## src/pmic_evt_pkg.sv

```systemverilog
// Constants, field positions and state type of the event and power-good logic.
// Assumes a 10 MHz core clock and a 32-bit classic Wishbone register port.

package pmic_evt_pkg;

  // ==========================================================
  // Sizes and register map
  localparam int NRAIL = 4;
  localparam int NTOP  = 7;
  localparam int NFLAG = NTOP + 2 * NRAIL;
  localparam int NDET  = 2 * NRAIL + 4;
  localparam int AW    = 8;

  localparam logic [7:0] OFF_FLAG  = 8'h00;
  localparam logic [7:0] OFF_RAILF = 8'h04;
  localparam logic [7:0] OFF_MASK  = 8'h08;
  localparam logic [7:0] OFF_STATE = 8'h0c;
  localparam logic [7:0] OFF_PGCTL = 8'h10;
  localparam logic [7:0] OFF_CTRL  = 8'h14;

  // ==========================================================
  // Field positions
  localparam int FB_WARN = 0;
  localparam int FB_SD   = 1;
  localparam int FB_OVP  = 2;
  localparam int FB_DROP = 3;
  localparam int FB_CLK  = 4;
  localparam int FB_MEAS = 5;
  localparam int FB_RST  = 6;
  localparam int MB_RISE = 8;
  localparam int MB_FALL = 12;
  localparam int PB_RSEL  = 0;
  localparam int PB_TWSEL = 4;
  localparam int PB_WIN   = 5;
  localparam int PB_POL   = 9;
  localparam int PB_OD    = 10;
  localparam int CB_SWRST  = 0;
  localparam int CB_CLKDET = 1;
  localparam int CB_DUAL   = 2;

  // ==========================================================
  // Reset values and writable bits
  localparam logic [15:0] MASK_RST  = 16'h0000;
  localparam logic [15:0] MASK_WR   = 16'hffb9;
  localparam logic [15:0] PGCTL_RST = 16'h020f;
  localparam logic [15:0] PGCTL_WR  = 16'h07ff;
  localparam logic [15:0] CTRL_RST  = 16'h0000;
  localparam logic [15:0] CTRL_WR   = 16'h0006;
  localparam logic [NRAIL-1:0] SLAVE_VEC = 4'h2;

  // ==========================================================
  // Timing
  localparam int GATE_TIME_US     = 800;
  localparam int CLK_FREQ_MHZ     = 10;
  localparam int GATE_CYCLES_DFLT = GATE_TIME_US * CLK_FREQ_MHZ;

  typedef enum logic [1:0] {st_shut, st_load, st_run} seq_state_t;

endpackage : pmic_evt_pkg

```

## src/flag_cell.sv

```systemverilog
// Bank of sticky write-one-to-clear event flags.
// Assumes clear pulses come from decoded register writes.
`timescale 1ns/1ns
module flag_cell #(
  parameter int N = 1
) (
  input  wire logic         clk,
  input  wire logic         rstn,
  input  wire logic [N-1:0] set,
  input  wire logic [N-1:0] clr,
  input  wire logic [N-1:0] hold,
  input  wire logic         wipe,
  output logic      [N-1:0] flag_q
);
  logic [N-1:0] flag_d;

  // Set beats clear; a live condition blocks clear; zeros clear nothing
  assign flag_d = wipe ? '0 : (set | (flag_q & ~(clr & ~hold)));

  always_ff @(posedge clk or negedge rstn) begin
    if (!rstn) begin
      flag_q <= '0;
    end else begin
      flag_q <= flag_d;
    end
  end
endmodule : flag_cell

```

## src/in_sync.sv

```systemverilog
// Three-stage synchroniser with agreement filter for comparator inputs.
// Assumes inputs are slow levels from the analogue side.
`timescale 1ns/1ns
module in_sync #(
  parameter int W = 1
) (
  input  wire logic         clk,
  input  wire logic         rstn,
  input  wire logic [W-1:0] async_in,
  output logic      [W-1:0] level_q
);
  logic [W-1:0] s1_q;
  logic [W-1:0] s2_q;
  logic [W-1:0] s3_q;
  logic [W-1:0] level_d;

  // A change counts only once stages two and three agree
  assign level_d = (~(s2_q ^ s3_q) & s3_q) | ((s2_q ^ s3_q) & level_q);

  always_ff @(posedge clk or negedge rstn) begin
    if (!rstn) begin
      s1_q    <= '0;
      s2_q    <= '0;
      s3_q    <= '0;
      level_q <= '0;
    end else begin
      s1_q    <= async_in;
      s2_q    <= s1_q;
      s3_q    <= s2_q;
      level_q <= level_d;
    end
  end
endmodule : in_sync

```

## src/pmic_event_and_power_good_logic.sv

```systemverilog
// Event flags, interrupt pin and power-good output of the power manager.
// Assumes synchronous rail enables and pulse inputs; comparators are async.
//
// Local design decisions: the address map and the Wishbone register port.
`timescale 1ns/1ns
module pmic_event_and_power_good_logic #(
  parameter int GATE_CYCLES = pmic_evt_pkg::GATE_CYCLES_DFLT
) (
  input  wire logic                          clk,
  input  wire logic                          rstn,
  input  wire logic                          wb_cyc,
  input  wire logic                          wb_stb,
  input  wire logic                          wb_we,
  input  wire logic [pmic_evt_pkg::AW-1:0]   wb_adr,
  input  wire logic [3:0]                    wb_sel,
  input  wire logic [31:0]                   wb_dat_w,
  output logic      [31:0]                   wb_dat_r,
  output logic                               wb_ack,
  input  wire logic                          temp_warn_det,
  input  wire logic                          temp_sd_det,
  input  wire logic                          ovp_det,
  input  wire logic                          sync_clk_det,
  input  wire logic [pmic_evt_pkg::NRAIL-1:0] rail_uv_ok,
  input  wire logic [pmic_evt_pkg::NRAIL-1:0] rail_ov_ok,
  input  wire logic [pmic_evt_pkg::NRAIL-1:0] rail_enabled,
  input  wire logic                          volt_change,
  input  wire logic                          meas_done,
  input  wire logic                          gp_seq_a,
  input  wire logic                          gp_seq_b,
  input  wire logic                          otp_gating_select,
  input  wire logic                          otp_reset_mask,
  output logic                               irq_n,
  output logic                               power_ok_output,
  output logic                               power_ok_oe,
  output logic                               regs_off,
  output logic                               gp_output_a,
  output logic                               gp_output_b
);
  localparam int NR = pmic_evt_pkg::NRAIL;
  localparam int NT = pmic_evt_pkg::NTOP;
  localparam int GW = $clog2(GATE_CYCLES + 1);
  localparam logic [GW-1:0] GATE_LOAD = GW'(GATE_CYCLES);

  // ==========================================================
  // Input synchronisers
  logic [pmic_evt_pkg::NDET-1:0] det_s;
  in_sync #(
    .W(pmic_evt_pkg::NDET)
  ) u_sync (
    .clk     (clk),
    .rstn    (rstn),
    .async_in({sync_clk_det, ovp_det, temp_sd_det, temp_warn_det, rail_ov_ok, rail_uv_ok}),
    .level_q (det_s)
  );
  wire [NR-1:0] uv_s   = det_s[NR-1:0];
  wire [NR-1:0] ov_s   = det_s[2*NR-1:NR];
  wire          warn_s = det_s[2*NR];
  wire          sd_s   = det_s[2*NR+1];
  wire          ovp_s  = det_s[2*NR+2];
  wire          clk_s  = det_s[2*NR+3];

  // ==========================================================
  // State
  pmic_evt_pkg::seq_state_t state_q;
  pmic_evt_pkg::seq_state_t state_d;
  logic [15:0]   mask_q;
  logic [15:0]   pgctl_q;
  logic [15:0]   ctrl_q;
  logic          gating_q;
  logic          rst_mask_q;
  logic [GW-1:0] gate_q;
  logic [GW-1:0] gate_d;
  logic          pg_q;
  logic          pg_d;
  logic [NR-1:0] good_q;
  logic          warn_q;
  logic          sd_q;
  logic          ovp_q;
  logic          clk_q;
  logic          ack_q;
  logic [31:0]   dat_q;
  logic          irq_n_q;
  logic          pin_q;
  logic          oe_q;
  logic          off_q;
  logic          gpa_q;
  logic          gpb_q;
  logic [pmic_evt_pkg::NFLAG-1:0] fl_q;

  // ==========================================================
  // Bus decode
  wire req      = wb_cyc & wb_stb;
  wire wr_lo    = req & wb_we & ack_q & wb_sel[0];
  wire wr_hi    = req & wb_we & ack_q & wb_sel[1];
  wire hit_flag = wb_adr == pmic_evt_pkg::OFF_FLAG;
  wire hit_railf = wb_adr == pmic_evt_pkg::OFF_RAILF;
  wire hit_mask = wb_adr == pmic_evt_pkg::OFF_MASK;
  wire hit_state = wb_adr == pmic_evt_pkg::OFF_STATE;
  wire hit_pgctl = wb_adr == pmic_evt_pkg::OFF_PGCTL;
  wire hit_ctrl = wb_adr == pmic_evt_pkg::OFF_CTRL;
  wire sw_rst   = wr_lo & hit_ctrl & wb_dat_w[pmic_evt_pkg::CB_SWRST];
  wire cfg_wipe = state_q == pmic_evt_pkg::st_shut;
  wire [15:0] wdat = wb_dat_w[15:0];

  // ==========================================================
  // Configuration fields
  wire [NR-1:0] win        = pgctl_q[pmic_evt_pkg::PB_WIN +: NR];
  wire [NR-1:0] rail_sel   = pgctl_q[pmic_evt_pkg::PB_RSEL +: NR];
  wire [1:0] buck_ok_monitor_select   = rail_sel[1:0];
  wire [1:0] linreg_ok_monitor_select = rail_sel[3:2];
  wire temp_warning_monitor_select = pgctl_q[pmic_evt_pkg::PB_TWSEL];
  wire power_ok_polarity   = pgctl_q[pmic_evt_pkg::PB_POL];
  wire power_ok_open_drain = pgctl_q[pmic_evt_pkg::PB_OD];
  wire clkdet_en = ctrl_q[pmic_evt_pkg::CB_CLKDET];
  wire dual      = ctrl_q[pmic_evt_pkg::CB_DUAL];

  // ==========================================================
  // Rail monitoring and power-good combination
  wire [NR-1:0] good = uv_s & (~win | ov_s);
  wire [NR-1:0] slave_cut = dual ? pmic_evt_pkg::SLAVE_VEC : '0;
  wire [NR-1:0] sel_eff = {linreg_ok_monitor_select, buck_ok_monitor_select}
                          & ~slave_cut
                          & rail_enabled;
  wire rails_ok = &(~sel_eff | good);
  wire twarn_bad = temp_warning_monitor_select & warn_s;
  wire all_ok = rails_ok & ~twarn_bad & ~fl_q[pmic_evt_pkg::FB_OVP]
                & ~fl_q[pmic_evt_pkg::FB_SD];

  wire gate_start = (state_q == pmic_evt_pkg::st_load) | volt_change;
  wire gate_busy  = gate_q != '0;
  assign gate_d = gate_start ? GATE_LOAD : (gate_busy ? gate_q - 1'b1 : gate_q);
  // Gated mode freezes the state while the timer runs, continuous follows at once
  assign pg_d = (gating_q & gate_busy) ? pg_q : all_ok;

  // Polarity only touches the pin; pg_q and the drop flag stay in true sense
  wire lvl_d = power_ok_polarity ? pg_d : ~pg_d;
  wire pin_d = power_ok_open_drain ? 1'b0 : lvl_d;
  wire oe_d  = ~power_ok_open_drain | ~lvl_d;

  // ==========================================================
  // Event flags
  wire clk_evt = clkdet_en & ((clk_s ^ clk_q) | ~clk_s);
  wire [NT-1:0] top_set = {state_q == pmic_evt_pkg::st_load,
                           meas_done,
                           clk_evt,
                           pg_q & ~pg_d,
                           ovp_s & ~ovp_q,
                           sd_s & ~sd_q,
                           warn_s & ~warn_q};
  wire [NT-1:0] top_hold = {4'h0, ovp_s, sd_s, warn_s};
  wire [NT-1:0] top_clr = (wr_lo & hit_flag) ? wb_dat_w[NT-1:0] : '0;
  wire [NR-1:0] rise_set = good & ~good_q;
  wire [NR-1:0] fall_set = ~good & good_q;
  wire [NR-1:0] rail_clr = (wr_lo & hit_railf) ? wb_dat_w[NR-1:0] : '0;

  flag_cell #(
    .N(pmic_evt_pkg::NFLAG)
  ) u_flags (
    .clk   (clk),
    .rstn  (rstn),
    .set   ({fall_set, rise_set, top_set}),
    .clr   ({rail_clr, rail_clr, top_clr}),
    .hold  ({{2*NR{1'b0}}, top_hold}),
    .wipe  (cfg_wipe),
    .flag_q(fl_q)
  );
  wire [NR-1:0] rise_q = fl_q[NT +: NR];
  wire [NR-1:0] fall_q = fl_q[NT+NR +: NR];
  wire [NR-1:0] chg    = rise_q | fall_q;
  wire buck_summary    = |chg[1:0];
  wire linreg_summary  = |chg[3:2];

  // Shutdown and overvoltage have no mask bit
  wire [NT-1:0] top_mask = {rst_mask_q, mask_q[pmic_evt_pkg::FB_MEAS:pmic_evt_pkg::FB_DROP],
                            2'b00, mask_q[pmic_evt_pkg::FB_WARN]};
  wire [NR-1:0] rail_irq = (rise_q & ~mask_q[pmic_evt_pkg::MB_RISE +: NR])
                         | (fall_q & ~mask_q[pmic_evt_pkg::MB_FALL +: NR]);
  wire pending = |(fl_q[NT-1:0] & ~top_mask) | (|rail_irq);

  // Rails stay off while the fault is live or its flag is still set
  wire off_d = (state_d != pmic_evt_pkg::st_run) | sd_s | ovp_s
             | fl_q[pmic_evt_pkg::FB_SD] | fl_q[pmic_evt_pkg::FB_OVP];

  // ==========================================================
  // Read mux
  wire [31:0] rd_flag  = {25'h0, fl_q[NT-1:0]};
  wire [31:0] rd_railf = {26'h0, linreg_summary, buck_summary, chg};
  wire [31:0] rd_mask  = {16'h0, mask_q[15:7], rst_mask_q, mask_q[5:0]};
  wire [31:0] rd_state = {22'h0, gating_q, good, clk_s, pg_q, ovp_s, sd_s, warn_s};
  wire [31:0] rd_data  = hit_flag  ? rd_flag
                       : hit_railf ? rd_railf
                       : hit_mask  ? rd_mask
                       : hit_state ? rd_state
                       : hit_pgctl ? {16'h0, pgctl_q}
                       : hit_ctrl  ? {16'h0, ctrl_q}
                       : 32'h0;

  // ==========================================================
  // Reset sequence: shut down, load stored settings, run
  always_comb begin
    case (state_q)
      pmic_evt_pkg::st_shut: state_d = pmic_evt_pkg::st_load;
      pmic_evt_pkg::st_load: state_d = pmic_evt_pkg::st_run;
      pmic_evt_pkg::st_run:  state_d = sw_rst ? pmic_evt_pkg::st_shut
                                              : pmic_evt_pkg::st_run;
      default:               state_d = pmic_evt_pkg::st_shut;
    endcase
  end

  // Lockout is rstn: everything returns to defaults and starts in the load state, which raises the reset flag
  always_ff @(posedge clk or negedge rstn) begin
    if (!rstn) begin
      state_q    <= pmic_evt_pkg::st_load;
      gating_q   <= 1'b0;
      rst_mask_q <= 1'b0;
    end else begin
      state_q <= state_d;
      if (state_q == pmic_evt_pkg::st_load) begin
        gating_q   <= otp_gating_select;
        rst_mask_q <= otp_reset_mask;
      end
    end
  end

  // ==========================================================
  // Software registers
  always_ff @(posedge clk or negedge rstn) begin
    if (!rstn) begin
      mask_q  <= pmic_evt_pkg::MASK_RST;
      pgctl_q <= pmic_evt_pkg::PGCTL_RST;
      ctrl_q  <= pmic_evt_pkg::CTRL_RST;
    end else if (cfg_wipe) begin
      mask_q  <= pmic_evt_pkg::MASK_RST;
      pgctl_q <= pmic_evt_pkg::PGCTL_RST;
      ctrl_q  <= pmic_evt_pkg::CTRL_RST;
    end else begin
      if (wr_lo && hit_mask) mask_q[7:0] <= wdat[7:0] & pmic_evt_pkg::MASK_WR[7:0];
      if (wr_hi && hit_mask) mask_q[15:8] <= wdat[15:8] & pmic_evt_pkg::MASK_WR[15:8];
      if (wr_lo && hit_pgctl) pgctl_q[7:0] <= wdat[7:0] & pmic_evt_pkg::PGCTL_WR[7:0];
      if (wr_hi && hit_pgctl) pgctl_q[15:8] <= wdat[15:8] & pmic_evt_pkg::PGCTL_WR[15:8];
      if (wr_lo && hit_ctrl) ctrl_q[7:0] <= wdat[7:0] & pmic_evt_pkg::CTRL_WR[7:0];
    end
  end

  // ==========================================================
  // Bus answer: ack one cycle after the request, read data with it
  always_ff @(posedge clk or negedge rstn) begin
    if (!rstn) begin
      ack_q <= 1'b0;
      dat_q <= 32'h0;
    end else begin
      ack_q <= req & ~ack_q;
      if (req && !ack_q) dat_q <= rd_data;
    end
  end

  // ==========================================================
  // Monitors and history
  always_ff @(posedge clk or negedge rstn) begin
    if (!rstn) begin
      gate_q <= '0;
      pg_q   <= 1'b1;
      good_q <= '0;
      warn_q <= 1'b0;
      sd_q   <= 1'b0;
      ovp_q  <= 1'b0;
      clk_q  <= 1'b0;
    end else begin
      gate_q <= gate_d;
      pg_q   <= pg_d;
      good_q <= good;
      warn_q <= warn_s;
      sd_q   <= sd_s;
      ovp_q  <= ovp_s;
      clk_q  <= clk_s;
    end
  end

  // ==========================================================
  // Output flops
  always_ff @(posedge clk or negedge rstn) begin
    if (!rstn) begin
      irq_n_q <= 1'b1;
      pin_q   <= 1'b1;
      oe_q    <= 1'b1;
      off_q   <= 1'b1;
      gpa_q   <= 1'b0;
      gpb_q   <= 1'b0;
    end else begin
      irq_n_q <= ~pending;
      pin_q   <= pin_d;
      oe_q    <= oe_d;
      off_q   <= off_d;
      gpa_q   <= gp_seq_a & ~off_d;
      gpb_q   <= gp_seq_b & ~off_d;
    end
  end

  assign wb_ack          = ack_q;
  assign wb_dat_r        = dat_q;
  assign irq_n           = irq_n_q;
  assign power_ok_output = pin_q;
  assign power_ok_oe     = oe_q;
  assign regs_off        = off_q;
  assign gp_output_a     = gpa_q;
  assign gp_output_b     = gpb_q;
endmodule : pmic_event_and_power_good_logic

```

## config.mk

```make
export PLATFORM = sky130hd
export DESIGN_NAME = pmic_event_and_power_good_logic
export DESIGN_NICKNAME = d
export VERILOG_FILES = /design/src/pmic_evt_pkg.sv /design/src/flag_cell.sv /design/src/in_sync.sv /design/src/pmic_event_and_power_good_logic.sv
export SDC_FILE = /design/constraint.sdc
export NUM_CORES = 1
export LEC_CHECK = 0
export CELL_PAD_IN_SITES_DETAIL_PLACEMENT = 1
export CELL_PAD_IN_SITES_GLOBAL_PLACEMENT = 2
export CORE_ASPECT_RATIO = 0.8
export CORE_MARGIN = 2
export CORE_UTILIZATION = 43
export DETAILED_ROUTE_END_ITERATION = 7
export DONT_BUFFER_PORTS = 1
export PLACE_DENSITY_LB_ADDON = 0.1
export SLEW_MARGIN = 0
export SYNTH_ARGS = -nofsm -noshare
export SYNTH_HDL_FRONTEND = slang
export SYNTH_SLANG_ARGS = --single-unit
```

## constraint.sdc

```tcl
create_clock -name clk -period 7.2 [get_ports clk]
set_clock_uncertainty 0.2 [all_clocks]
set_input_delay 0.72 -clock clk [delete_from_list [all_inputs] [get_ports clk]]
set_output_delay 0.72 -clock clk [all_outputs]
set_load 0.01 [all_outputs]
```

==> results of run 1 <==
==> worst max-delay path, cell delays in order <==
cell and delay (ns):
and2b_1 0.51, nand3_1 0.43, nor3_2 0.71, mux2i_1 0.28
nor2_1 0.06
==> synth_stat cells, types with 2 or more instances <==
library cell	n	area, sq um
dfrtp_1	127	3180
inv_1	27	101
clkbuf_1	17	63.8
a21o_1	2	15.0
o211ai_1	3	22.5
xnor2_1	7	61.3
o31ai_1	2	15.0
a31oi_1	2	12.5
o21ai_0	35	175
maj3_1	12	120
o22ai_1	4	25.0
nor2_1	49	184
nor4b_2	2	30.0
nor2b_1	7	43.8
nand2b_1	6	37.5
and4_1	3	26.3
a22oi_1	6	45.0
buf_4	17	128
mux2_2	3	33.8
and3_1	3	18.8
or3_1	7	43.8
dfstp_2	11	289
a32oi_1	3	26.3
or4_1	2	15.0
mux2i_1	11	110
a21oi_1	39	195
nand2_1	57	214
a211oi_1	9	67.6
nor4_2	2	25.0
a2111oi_0	3	26.3
nand3_1	18	90.1
or2_2	3	18.8
nand3b_1	5	37.5
nor4_1	4	25.0
nand4_1	3	18.8
nor3_1	9	45.0
and2_1	2	12.5
a221oi_1	2	17.5
nor3_2	2	20.0
a22o_1	7	61.3
==> per-layer routing <==
layer | share of wire | vias up
met1 | 0.45 | 2203
met4 | 0.012 | 0
li1 | - | 1947
met2 | 0.46 | 122
met3 | 0.080 | 16
met5 | 0 | -
==> state kept, by name (all words and copies together) (netlist names), 2 cells and up, named ones only <==
name / flops
wb_dat_r: 16
u_sync.s1_q: 12
u_sync.s3_q: 12
ctrl_q: 2
pgctl_q: 11
mask_q: 13
u_flags.flag_q: 15
gate_q: 13
state_q: 2
u_sync.s2_q: 12
good_q: 4
==> how the worst max path moves through the flow <==
stage / start / to / slack (ns) / cells after the start
3_3_place_gp: wb_adr[2] / pgctl_q[4] / 4.25 / 5
5_1_grt: wb_adr[2] / pgctl_q[5] / 4.45 / 5
2_1_floorplan: wb_adr[4] / u_flags.flag_q[6] / 4.75 / 5
4_1_cts: gate_q[0] / power_ok_output / 4.63 / 7
3_5_place_dp: wb_adr[2] / pgctl_q[5] / 4.20 / 5
6_report: wb_adr[4] / mask_q[5] / 4.60 / 5
==> final cells by class <==
type	instances	area, sq um
Inverter	28	105
Clock inverter	14	234
Sequential cell	138	3470
Tap cell	180	225
Timing Repair Buffer	3	42.5
Multi-Input combinational cell	370	2210
Fill cell	1504	6790
Clock buffer	18	429
==> cell families (layout without fill, tap and decap cells) <==
kind of cell	count (synthesis)	after routing	synth area share
other	1	16	0.000632
DFF	138	138	0.585
buffers and inverters	64	63	0.0527
AOI/OAI and AO/OA	130	130	0.141
muxes	14	14	0.0243
and+or+nand+nor	190	190	0.164
xor gates and xnor gates	7	7	0.0103
adders and majority gates	13	13	0.0224
==> power by group <==
group          internal [W]  total (W)  switching (W)
sequential         0.000880   0.000977      0.0000964
combinational      0.000132   0.000352       0.000220
clock              0.000625   0.000987       0.000362
total               0.00164    0.00232       0.000678
==> per-stage QoR <==
stage / instances / worst slack, ns / hold slack, ns / util / power (W)
4_1_cts: 751 / 4.63 / 0.0955 / 0.497 / 0.00234
5_1_grt: 751 / 4.45 / 0.0878 / 0.497 / 0.00243
6_report: 751 / 4.60 / 0.0521 / 0.497 / 0.00232
3_3_place_gp: 718 / 4.25 / 0.133 / 0.446 / 0.00131
2_1_floorplan: 572 / 4.75 / 0.131 / - / 0.00122
3_5_place_dp: 718 / 4.20 / 0.136 / 0.446 / 0.00132
==> summary.txt, run 1 <==
STA
  • Final setup vio count: 0
  • Sum Neg Setup Slack: 0 ns
  • Final hold violations: 0
  • Max Freq: a little under 400 MHz
  • RSZ-0062 raised after global routing: false
  • Fin crit share: 0.361
  • Crit path time final: 2.60 ns
  • Slew HR: 0.230
  • Tightest Pin Transition: 1.15 ns
  • Slew Limit Fails: 0

Hold path
  • Hold WC Path Type: input pin to asynchronous set/reset pin

Floorplanning
  • Die Area: 14,800 sq um
  • Core area: 13,500 sq um
  • Die Span Y: between 100 and 150 um
  • Row cnt: 38
  • Die Width: 135 um
  • Starting Density: 0.439
  • IO Pins: 110

Cells and area
  • Nets@finish: 630
  • Most frequent cells in the layout: dfrtp_1, nand2_1, nor2_1
  • Commonest non-fill, non-tap cell in the layout: dfrtp_1
  • Layout cells sized above 1: 0.110
  • ANT cells: 0
  • Fin area: between 6000 and 7000 sq um
  • Area Growth Syn to Fin: 13.1%

Route
  • Drt via density: 5.71
  • Avg WL per Cell: approximately 22 um
  • Residual DRC count: 0
  • DRT iter0 DRCs: slightly below 300
  • Detailed Routing Iterations Pass 1: 4
  • Drt total wl: 16,200 um
  • Via Count: 4,288
  • Antenna-violating nets left: 0

Setup path
  • Req. time, crit path: about 7.3 ns
  • Setup CP Type: input pin to register
  • Crit Path Max Fanout: 13
  • Startpoint types: input pin
  • Critical Path End Type: register
  • Worst EP arrival: 2.71 ns
  • Source of the worst register-to-register timing path: gate_q[0]
  • R2R Setup Slk: about 4.6 ns
  • Cells on worst reg2reg path: 7
  • Reg-to-reg endpoint: power_ok_output

CTS
  • CTS tree: done
  • # Post-CTS Setup Buffers: 0
  • TritonCTS Buffers: 17
  • Number of clock sinks: 138
  • Clk slew on worst S/H paths: 0.06 ns
  • Root Driver: clkbuf_16
  • # H-tree levels: 4
  • Worst-Skew Late Latency: 0.43 ns
  • Resize count post-CTS: 0
  • CTS Buffer Depth: 2
  • Hold_buf cts: 1

Place
  • IO Port Bufs: 0
  • DP Area: 6020 sq um
  • GPL Wtd Cong: 0.861
  • Placed wire-length estimate: 11,300 um

Yosys
  • Synthesized area: around 6000 sq um
  • #FFs+latches synth: ~140
  • Ys Warns: 0
  • Sequential share of the synthesized area: 0.585
  • Synth cell types: 64
  • EDFF count, synth: 0
  • Syn Inst Count: 557
  • Mean Syn Cell Area: about 11 sq um
  • Top FF cell, synth: dfrtp_1
  • FFs w/ async S/R, synth: 1.00

Global routing
  • Global-route wire length before repair: ~26,000 um
  • Total gr overflow: 0
  • Met3 GRT Util: 0.0814
  • Layer with the highest usage: met2
  • Number of global-route vias before repair: roughly 4,500
  • Pin count of the biggest net entering global routing: between 100 and 150
  • GR Util met1: 0.315
  • Global Route Usage Sum: 0.237
  • Initial antenna violation count: 0
  • Met2 GRT Util: 0.369

Pwr
  • VDD IR-drop max: approximately 0.17 mV
  • PwrDens: 345 nW/um^2
  • P_leak: 2.87 nW

Run
  • Max-Cap Viols: 0

Run status
  • Outcome: finished, final reports clean
(Power assumes the default switching activity.)
==> run 2: changes to the inputs <==
ABC_AREA = 1   (was default)
CORE_UTILIZATION = 35   (was 43)
clock period = 2.22 ns   (was 7.2 ns; I/O delays follow)
==> run 2 against run 1 <==
Combinational power increased to 4.5 times the previous value. Final cell count increased by 26%. Utilization fell by 6.1 points. Setup slack got worse by 4.5 ns. The flow now finishes with violations (negative hold slack). Critical path type is now register to register. Highest routed layer unchanged. Register-to-register slack got worse by 4.6 ns. First-iteration DRC count down 33%. Power rose to 3.3 times the previous value.
==> summary.txt, run 2 <==
Run status
  • Outcome: finished, violations left
  • Failing checks: negative hold slack

Setup path
  • Req. time, crit path: 2.32 ns (-4.99 ns)
  • Worst EP arrival: 2.24 ns (-0.47 ns)
  • Startpoint types: register
  • CP delay by family, top: buffers and inverters
  • Max incr delay on CP: 0.71 ns (about the same)
  • Critical Path End Type: register
  • Setup CP Type: register to register
  • Critical Path, Cell by Cell: nand4_2 -> dlygate4sd3_1 -> nor2_4 -> nor2_2 -> nand2_1 -> o21ai_1
  • CP bufs+invs: 1 (+1)
  • Crit Path Max Fanout: 7 (-6)
  • CP max stage cell: dlygate4sd3_1

Route
  • Avg WL per Cell: 17.4 um (-19%)
  • DRT iter0 DRCs: 195 (-33%)
  • Antenna-violating nets left: 0 (unchanged)
  • Residual DRC count: 0 (unchanged)
  • Drt total wl: 16,400 um (+1.2%)
  • Drt via density: 4.86 (-15%)
  • Detailed Routing Iterations Pass 1: 5 (+1)
  • Via Count: 4,581 (+6.8%)

Yosys
  • Syn Inst Count: 646 (+16%)
  • Most frequent cell after synthesis: nand2_1
  • Synth top area share: 0.535 (-0.000677)
  • EDFF count, synth: 0 (unchanged)
  • Synthesized area: 5940 sq um (+0.13%)
  • Ys Warns: 0 (unchanged)
  • Top area cells in the synthesized netlist: dfrtp_1, nand2_1, dfstp_2
  • Synth cell types: 44 (-31%)
  • Mean Syn Cell Area: 9.19 sq um (-14%)
  • Area leader, netlist: dfrtp_1
  • Post-synth top cells: nand2_1, dfrtp_1, inv_1
  • Top FF cell, synth: dfrtp_1
  • Sequential share of the synthesized area: 0.584 (-0.000739)
  • #FFs+latches synth: 138 (unchanged)
  • FFs w/ async S/R, synth: 1.00 (unchanged)

STA
  • Fin crit share: 0.966
  • Crit path time final: 2.14 ns
  • Sum Neg Setup Slack: 0 ns (unchanged)
  • Slew Limit Fails: 0 (unchanged)
  • Hold_ws: -0.707 ns (-0.759 ns)
  • Max Freq: 466 MHz
  • Final hold violations: 138 (+138)
  • RSZ-0062 raised after global routing: false
  • Slew HR: 0.625 (+0.395)
  • Final setup vio count: 0 (unchanged)
  • Tightest Pin Transition: 0.558 ns (-0.588 ns)

Global routing
  • Number of global-route vias before repair: 4,849 (+7.1%)
  • Global-route wire length before repair: 26,400 um (+3.5%)
  • Total gr overflow: 0 (unchanged)
  • Met3 GRT Util: 0.0555 (-0.0259)
  • Global Route Usage Sum: 0.196 (-0.0408)
  • Pin count of the biggest net entering global routing: 139 (unchanged)
  • Layer with the highest usage: met2
  • Met2 GRT Util: 0.295 (-0.0744)
  • GR Util met1: 0.279 (-0.0368)
  • Initial antenna violation count: 0 (unchanged)

Cells and area
  • Nets@finish: 782 (+24%)
  • Final-layout fill cell count: 1,923 (+28%)
  • ANT cells: 0 (unchanged)
  • Commonest non-fill, non-tap cell in the layout: nand2_1
  • Register area: 3470 sq um (unchanged)
  • Multi-input combinational cell area: 2060 sq um (-6.7%)
  • Area Growth Syn to Fin: 21.4%
  • Final Non-Filler Cells: 943 (+26%)
  • Most frequent cells in the layout: nand2_1, dfrtp_1, inv_1
  • Layout cells sized above 1: 0.123 (+0.0128)
  • Number of flip-flops in the largest register: 16 (unchanged)

Floorplanning
  • Core area: 16,600 sq um (+23%)
  • Starting Density: 0.359 (-0.0805)
  • Die Area: 18,000 sq um (+22%)
  • IO Pins: 110 (unchanged)
  • Die Width: 150 um (+11%)
  • Row cnt: 42 (+11%)
  • Die Span Y: 121 um (+11%)

CTS
  • TritonCTS Buffers: 17 (unchanged)
  • CTS Buffer Depth: 2 (unchanged)
  • Root Driver: clkbuf_16
  • # Post-CTS Setup Buffers: 0 (unchanged)
  • Clk slew on worst S/H paths: 0.06 ns (about the same)
  • CTS tree: done
  • Resize count post-CTS: 0 (unchanged)
  • Hold_buf cts: 44 (+43)
  • # H-tree levels: 4 (unchanged)
  • Worst-Skew Late Latency: 0.43 ns (about the same)
  • Number of clock sinks: 138 (unchanged)

Place
  • IO Port Bufs: 0 (unchanged)
  • Dpl cells: 867 (+21%)
  • Placed wire-length estimate: 11,700 um (+3.4%)
  • GPL Wtd Cong: 0.796 (-7.5%)

Pwr
  • VDD IR-drop max: 0.567 mV (+230%)
  • PwrDens: 1070 nW/um^2 (+210%)
  • P_leak: 3.48 nW (+21%)

Run
  • Max-Cap Viols: 0 (unchanged)

Hold path
  • Hold WC Path Type: input pin to asynchronous set/reset pin
## run 2: cell types whose count changed after synthesis, sizes merged, moves of 11 or more
cell    previous run  this run
nand3             18        48
mux2i             11         0
a21oi             39        20
nand2             57       186
clkbuf            17         4
inv               27        78
## run 2: through the flow
stage	setup slack (ns)	instance area, sq um	utilization	power, W
5_1_grt	0.0141	7210	0.435	0.00817
2_1_floorplan	0.539	5990	-	0.00436
3_3_place_gp	0.310	6190	0.374	0.00484
4_1_cts	0.109	7210	0.435	0.00781
3_5_place_dp	0.278	6190	0.374	0.00488
6_report	0.0763	7210	0.435	0.00769
## run 2: worst reg2reg max path, cell delays in order (launching register included)
cell,delay [ns]
dfrtp_1,0.47
nand4_2,0.25
dlygate4sd3_1,0.71
nor2_4,0.16
nor2_2,0.10
nand2_1,0.08
o21ai_1,0.06
## run 2: final timing paths
path | slack (ns) | endpoint | from | cells after the start
max | 0.08 | mask_q[7] | wb_ack | 6
min | -0.71 | wb_dat_r[11] | rstn | 0
max reg2reg | 0.08 | mask_q[7] | wb_ack | 6
min reg2reg | 0.15 | u_sync.s2_q[8] | u_sync.s1_q[8] | 0
max in group asynchronous | 2.29 | state_q[0] | rstn | 0
min in group clk | 0.08 | state_q[1] | wb_adr[4] | 5
## run 2: cell families after synthesis
family	Yosys count	share of synthesized area
fa+ha+maj	13	0.0223
simple gates	312	0.239
flops	138	0.584
compound gates	76	0.0704
buf+inv	103	0.0790
xor+xnor	3	0.00443
other cells	1	0.000632
## run 2: report_power, final
group / switching, W / internal (W) / total, W / leakage, nW
sequential: 0.000357 / 0.00295 / 0.00331 / 1.68
clock: 0.00122 / 0.00158 / 0.00280 / 0.277
combinational: 0.00103 / 0.000549 / 0.00158 / 1.52
total: 0.00260 / 0.00508 / 0.00769 / 3.48
## run 2: area by class of cell
| class | count | share of cell area |
|---|---|---|
| flip-flops and latches | 138 | 0.481 |
| well taps | 220 | 0.0382 |
| clock buffers | 17 | 0.0590 |
| inverters | 79 | 0.0418 |
| multi-input cells | 420 | 0.286 |
| repair buffers | 54 | 0.0733 |
| clock inverters | 15 | 0.0212 |
## run 2: metal layers
layer / vias to the layer above / part of all wire / routed length [um]
met5: - / 0 / 0
met4: 0 / 0.0080 / 131
met3: 9 / 0.059 / 968
met2: 110 / 0.45 / 7340
met1: 2305 / 0.49 / 7990
li1: 2157 / - / -
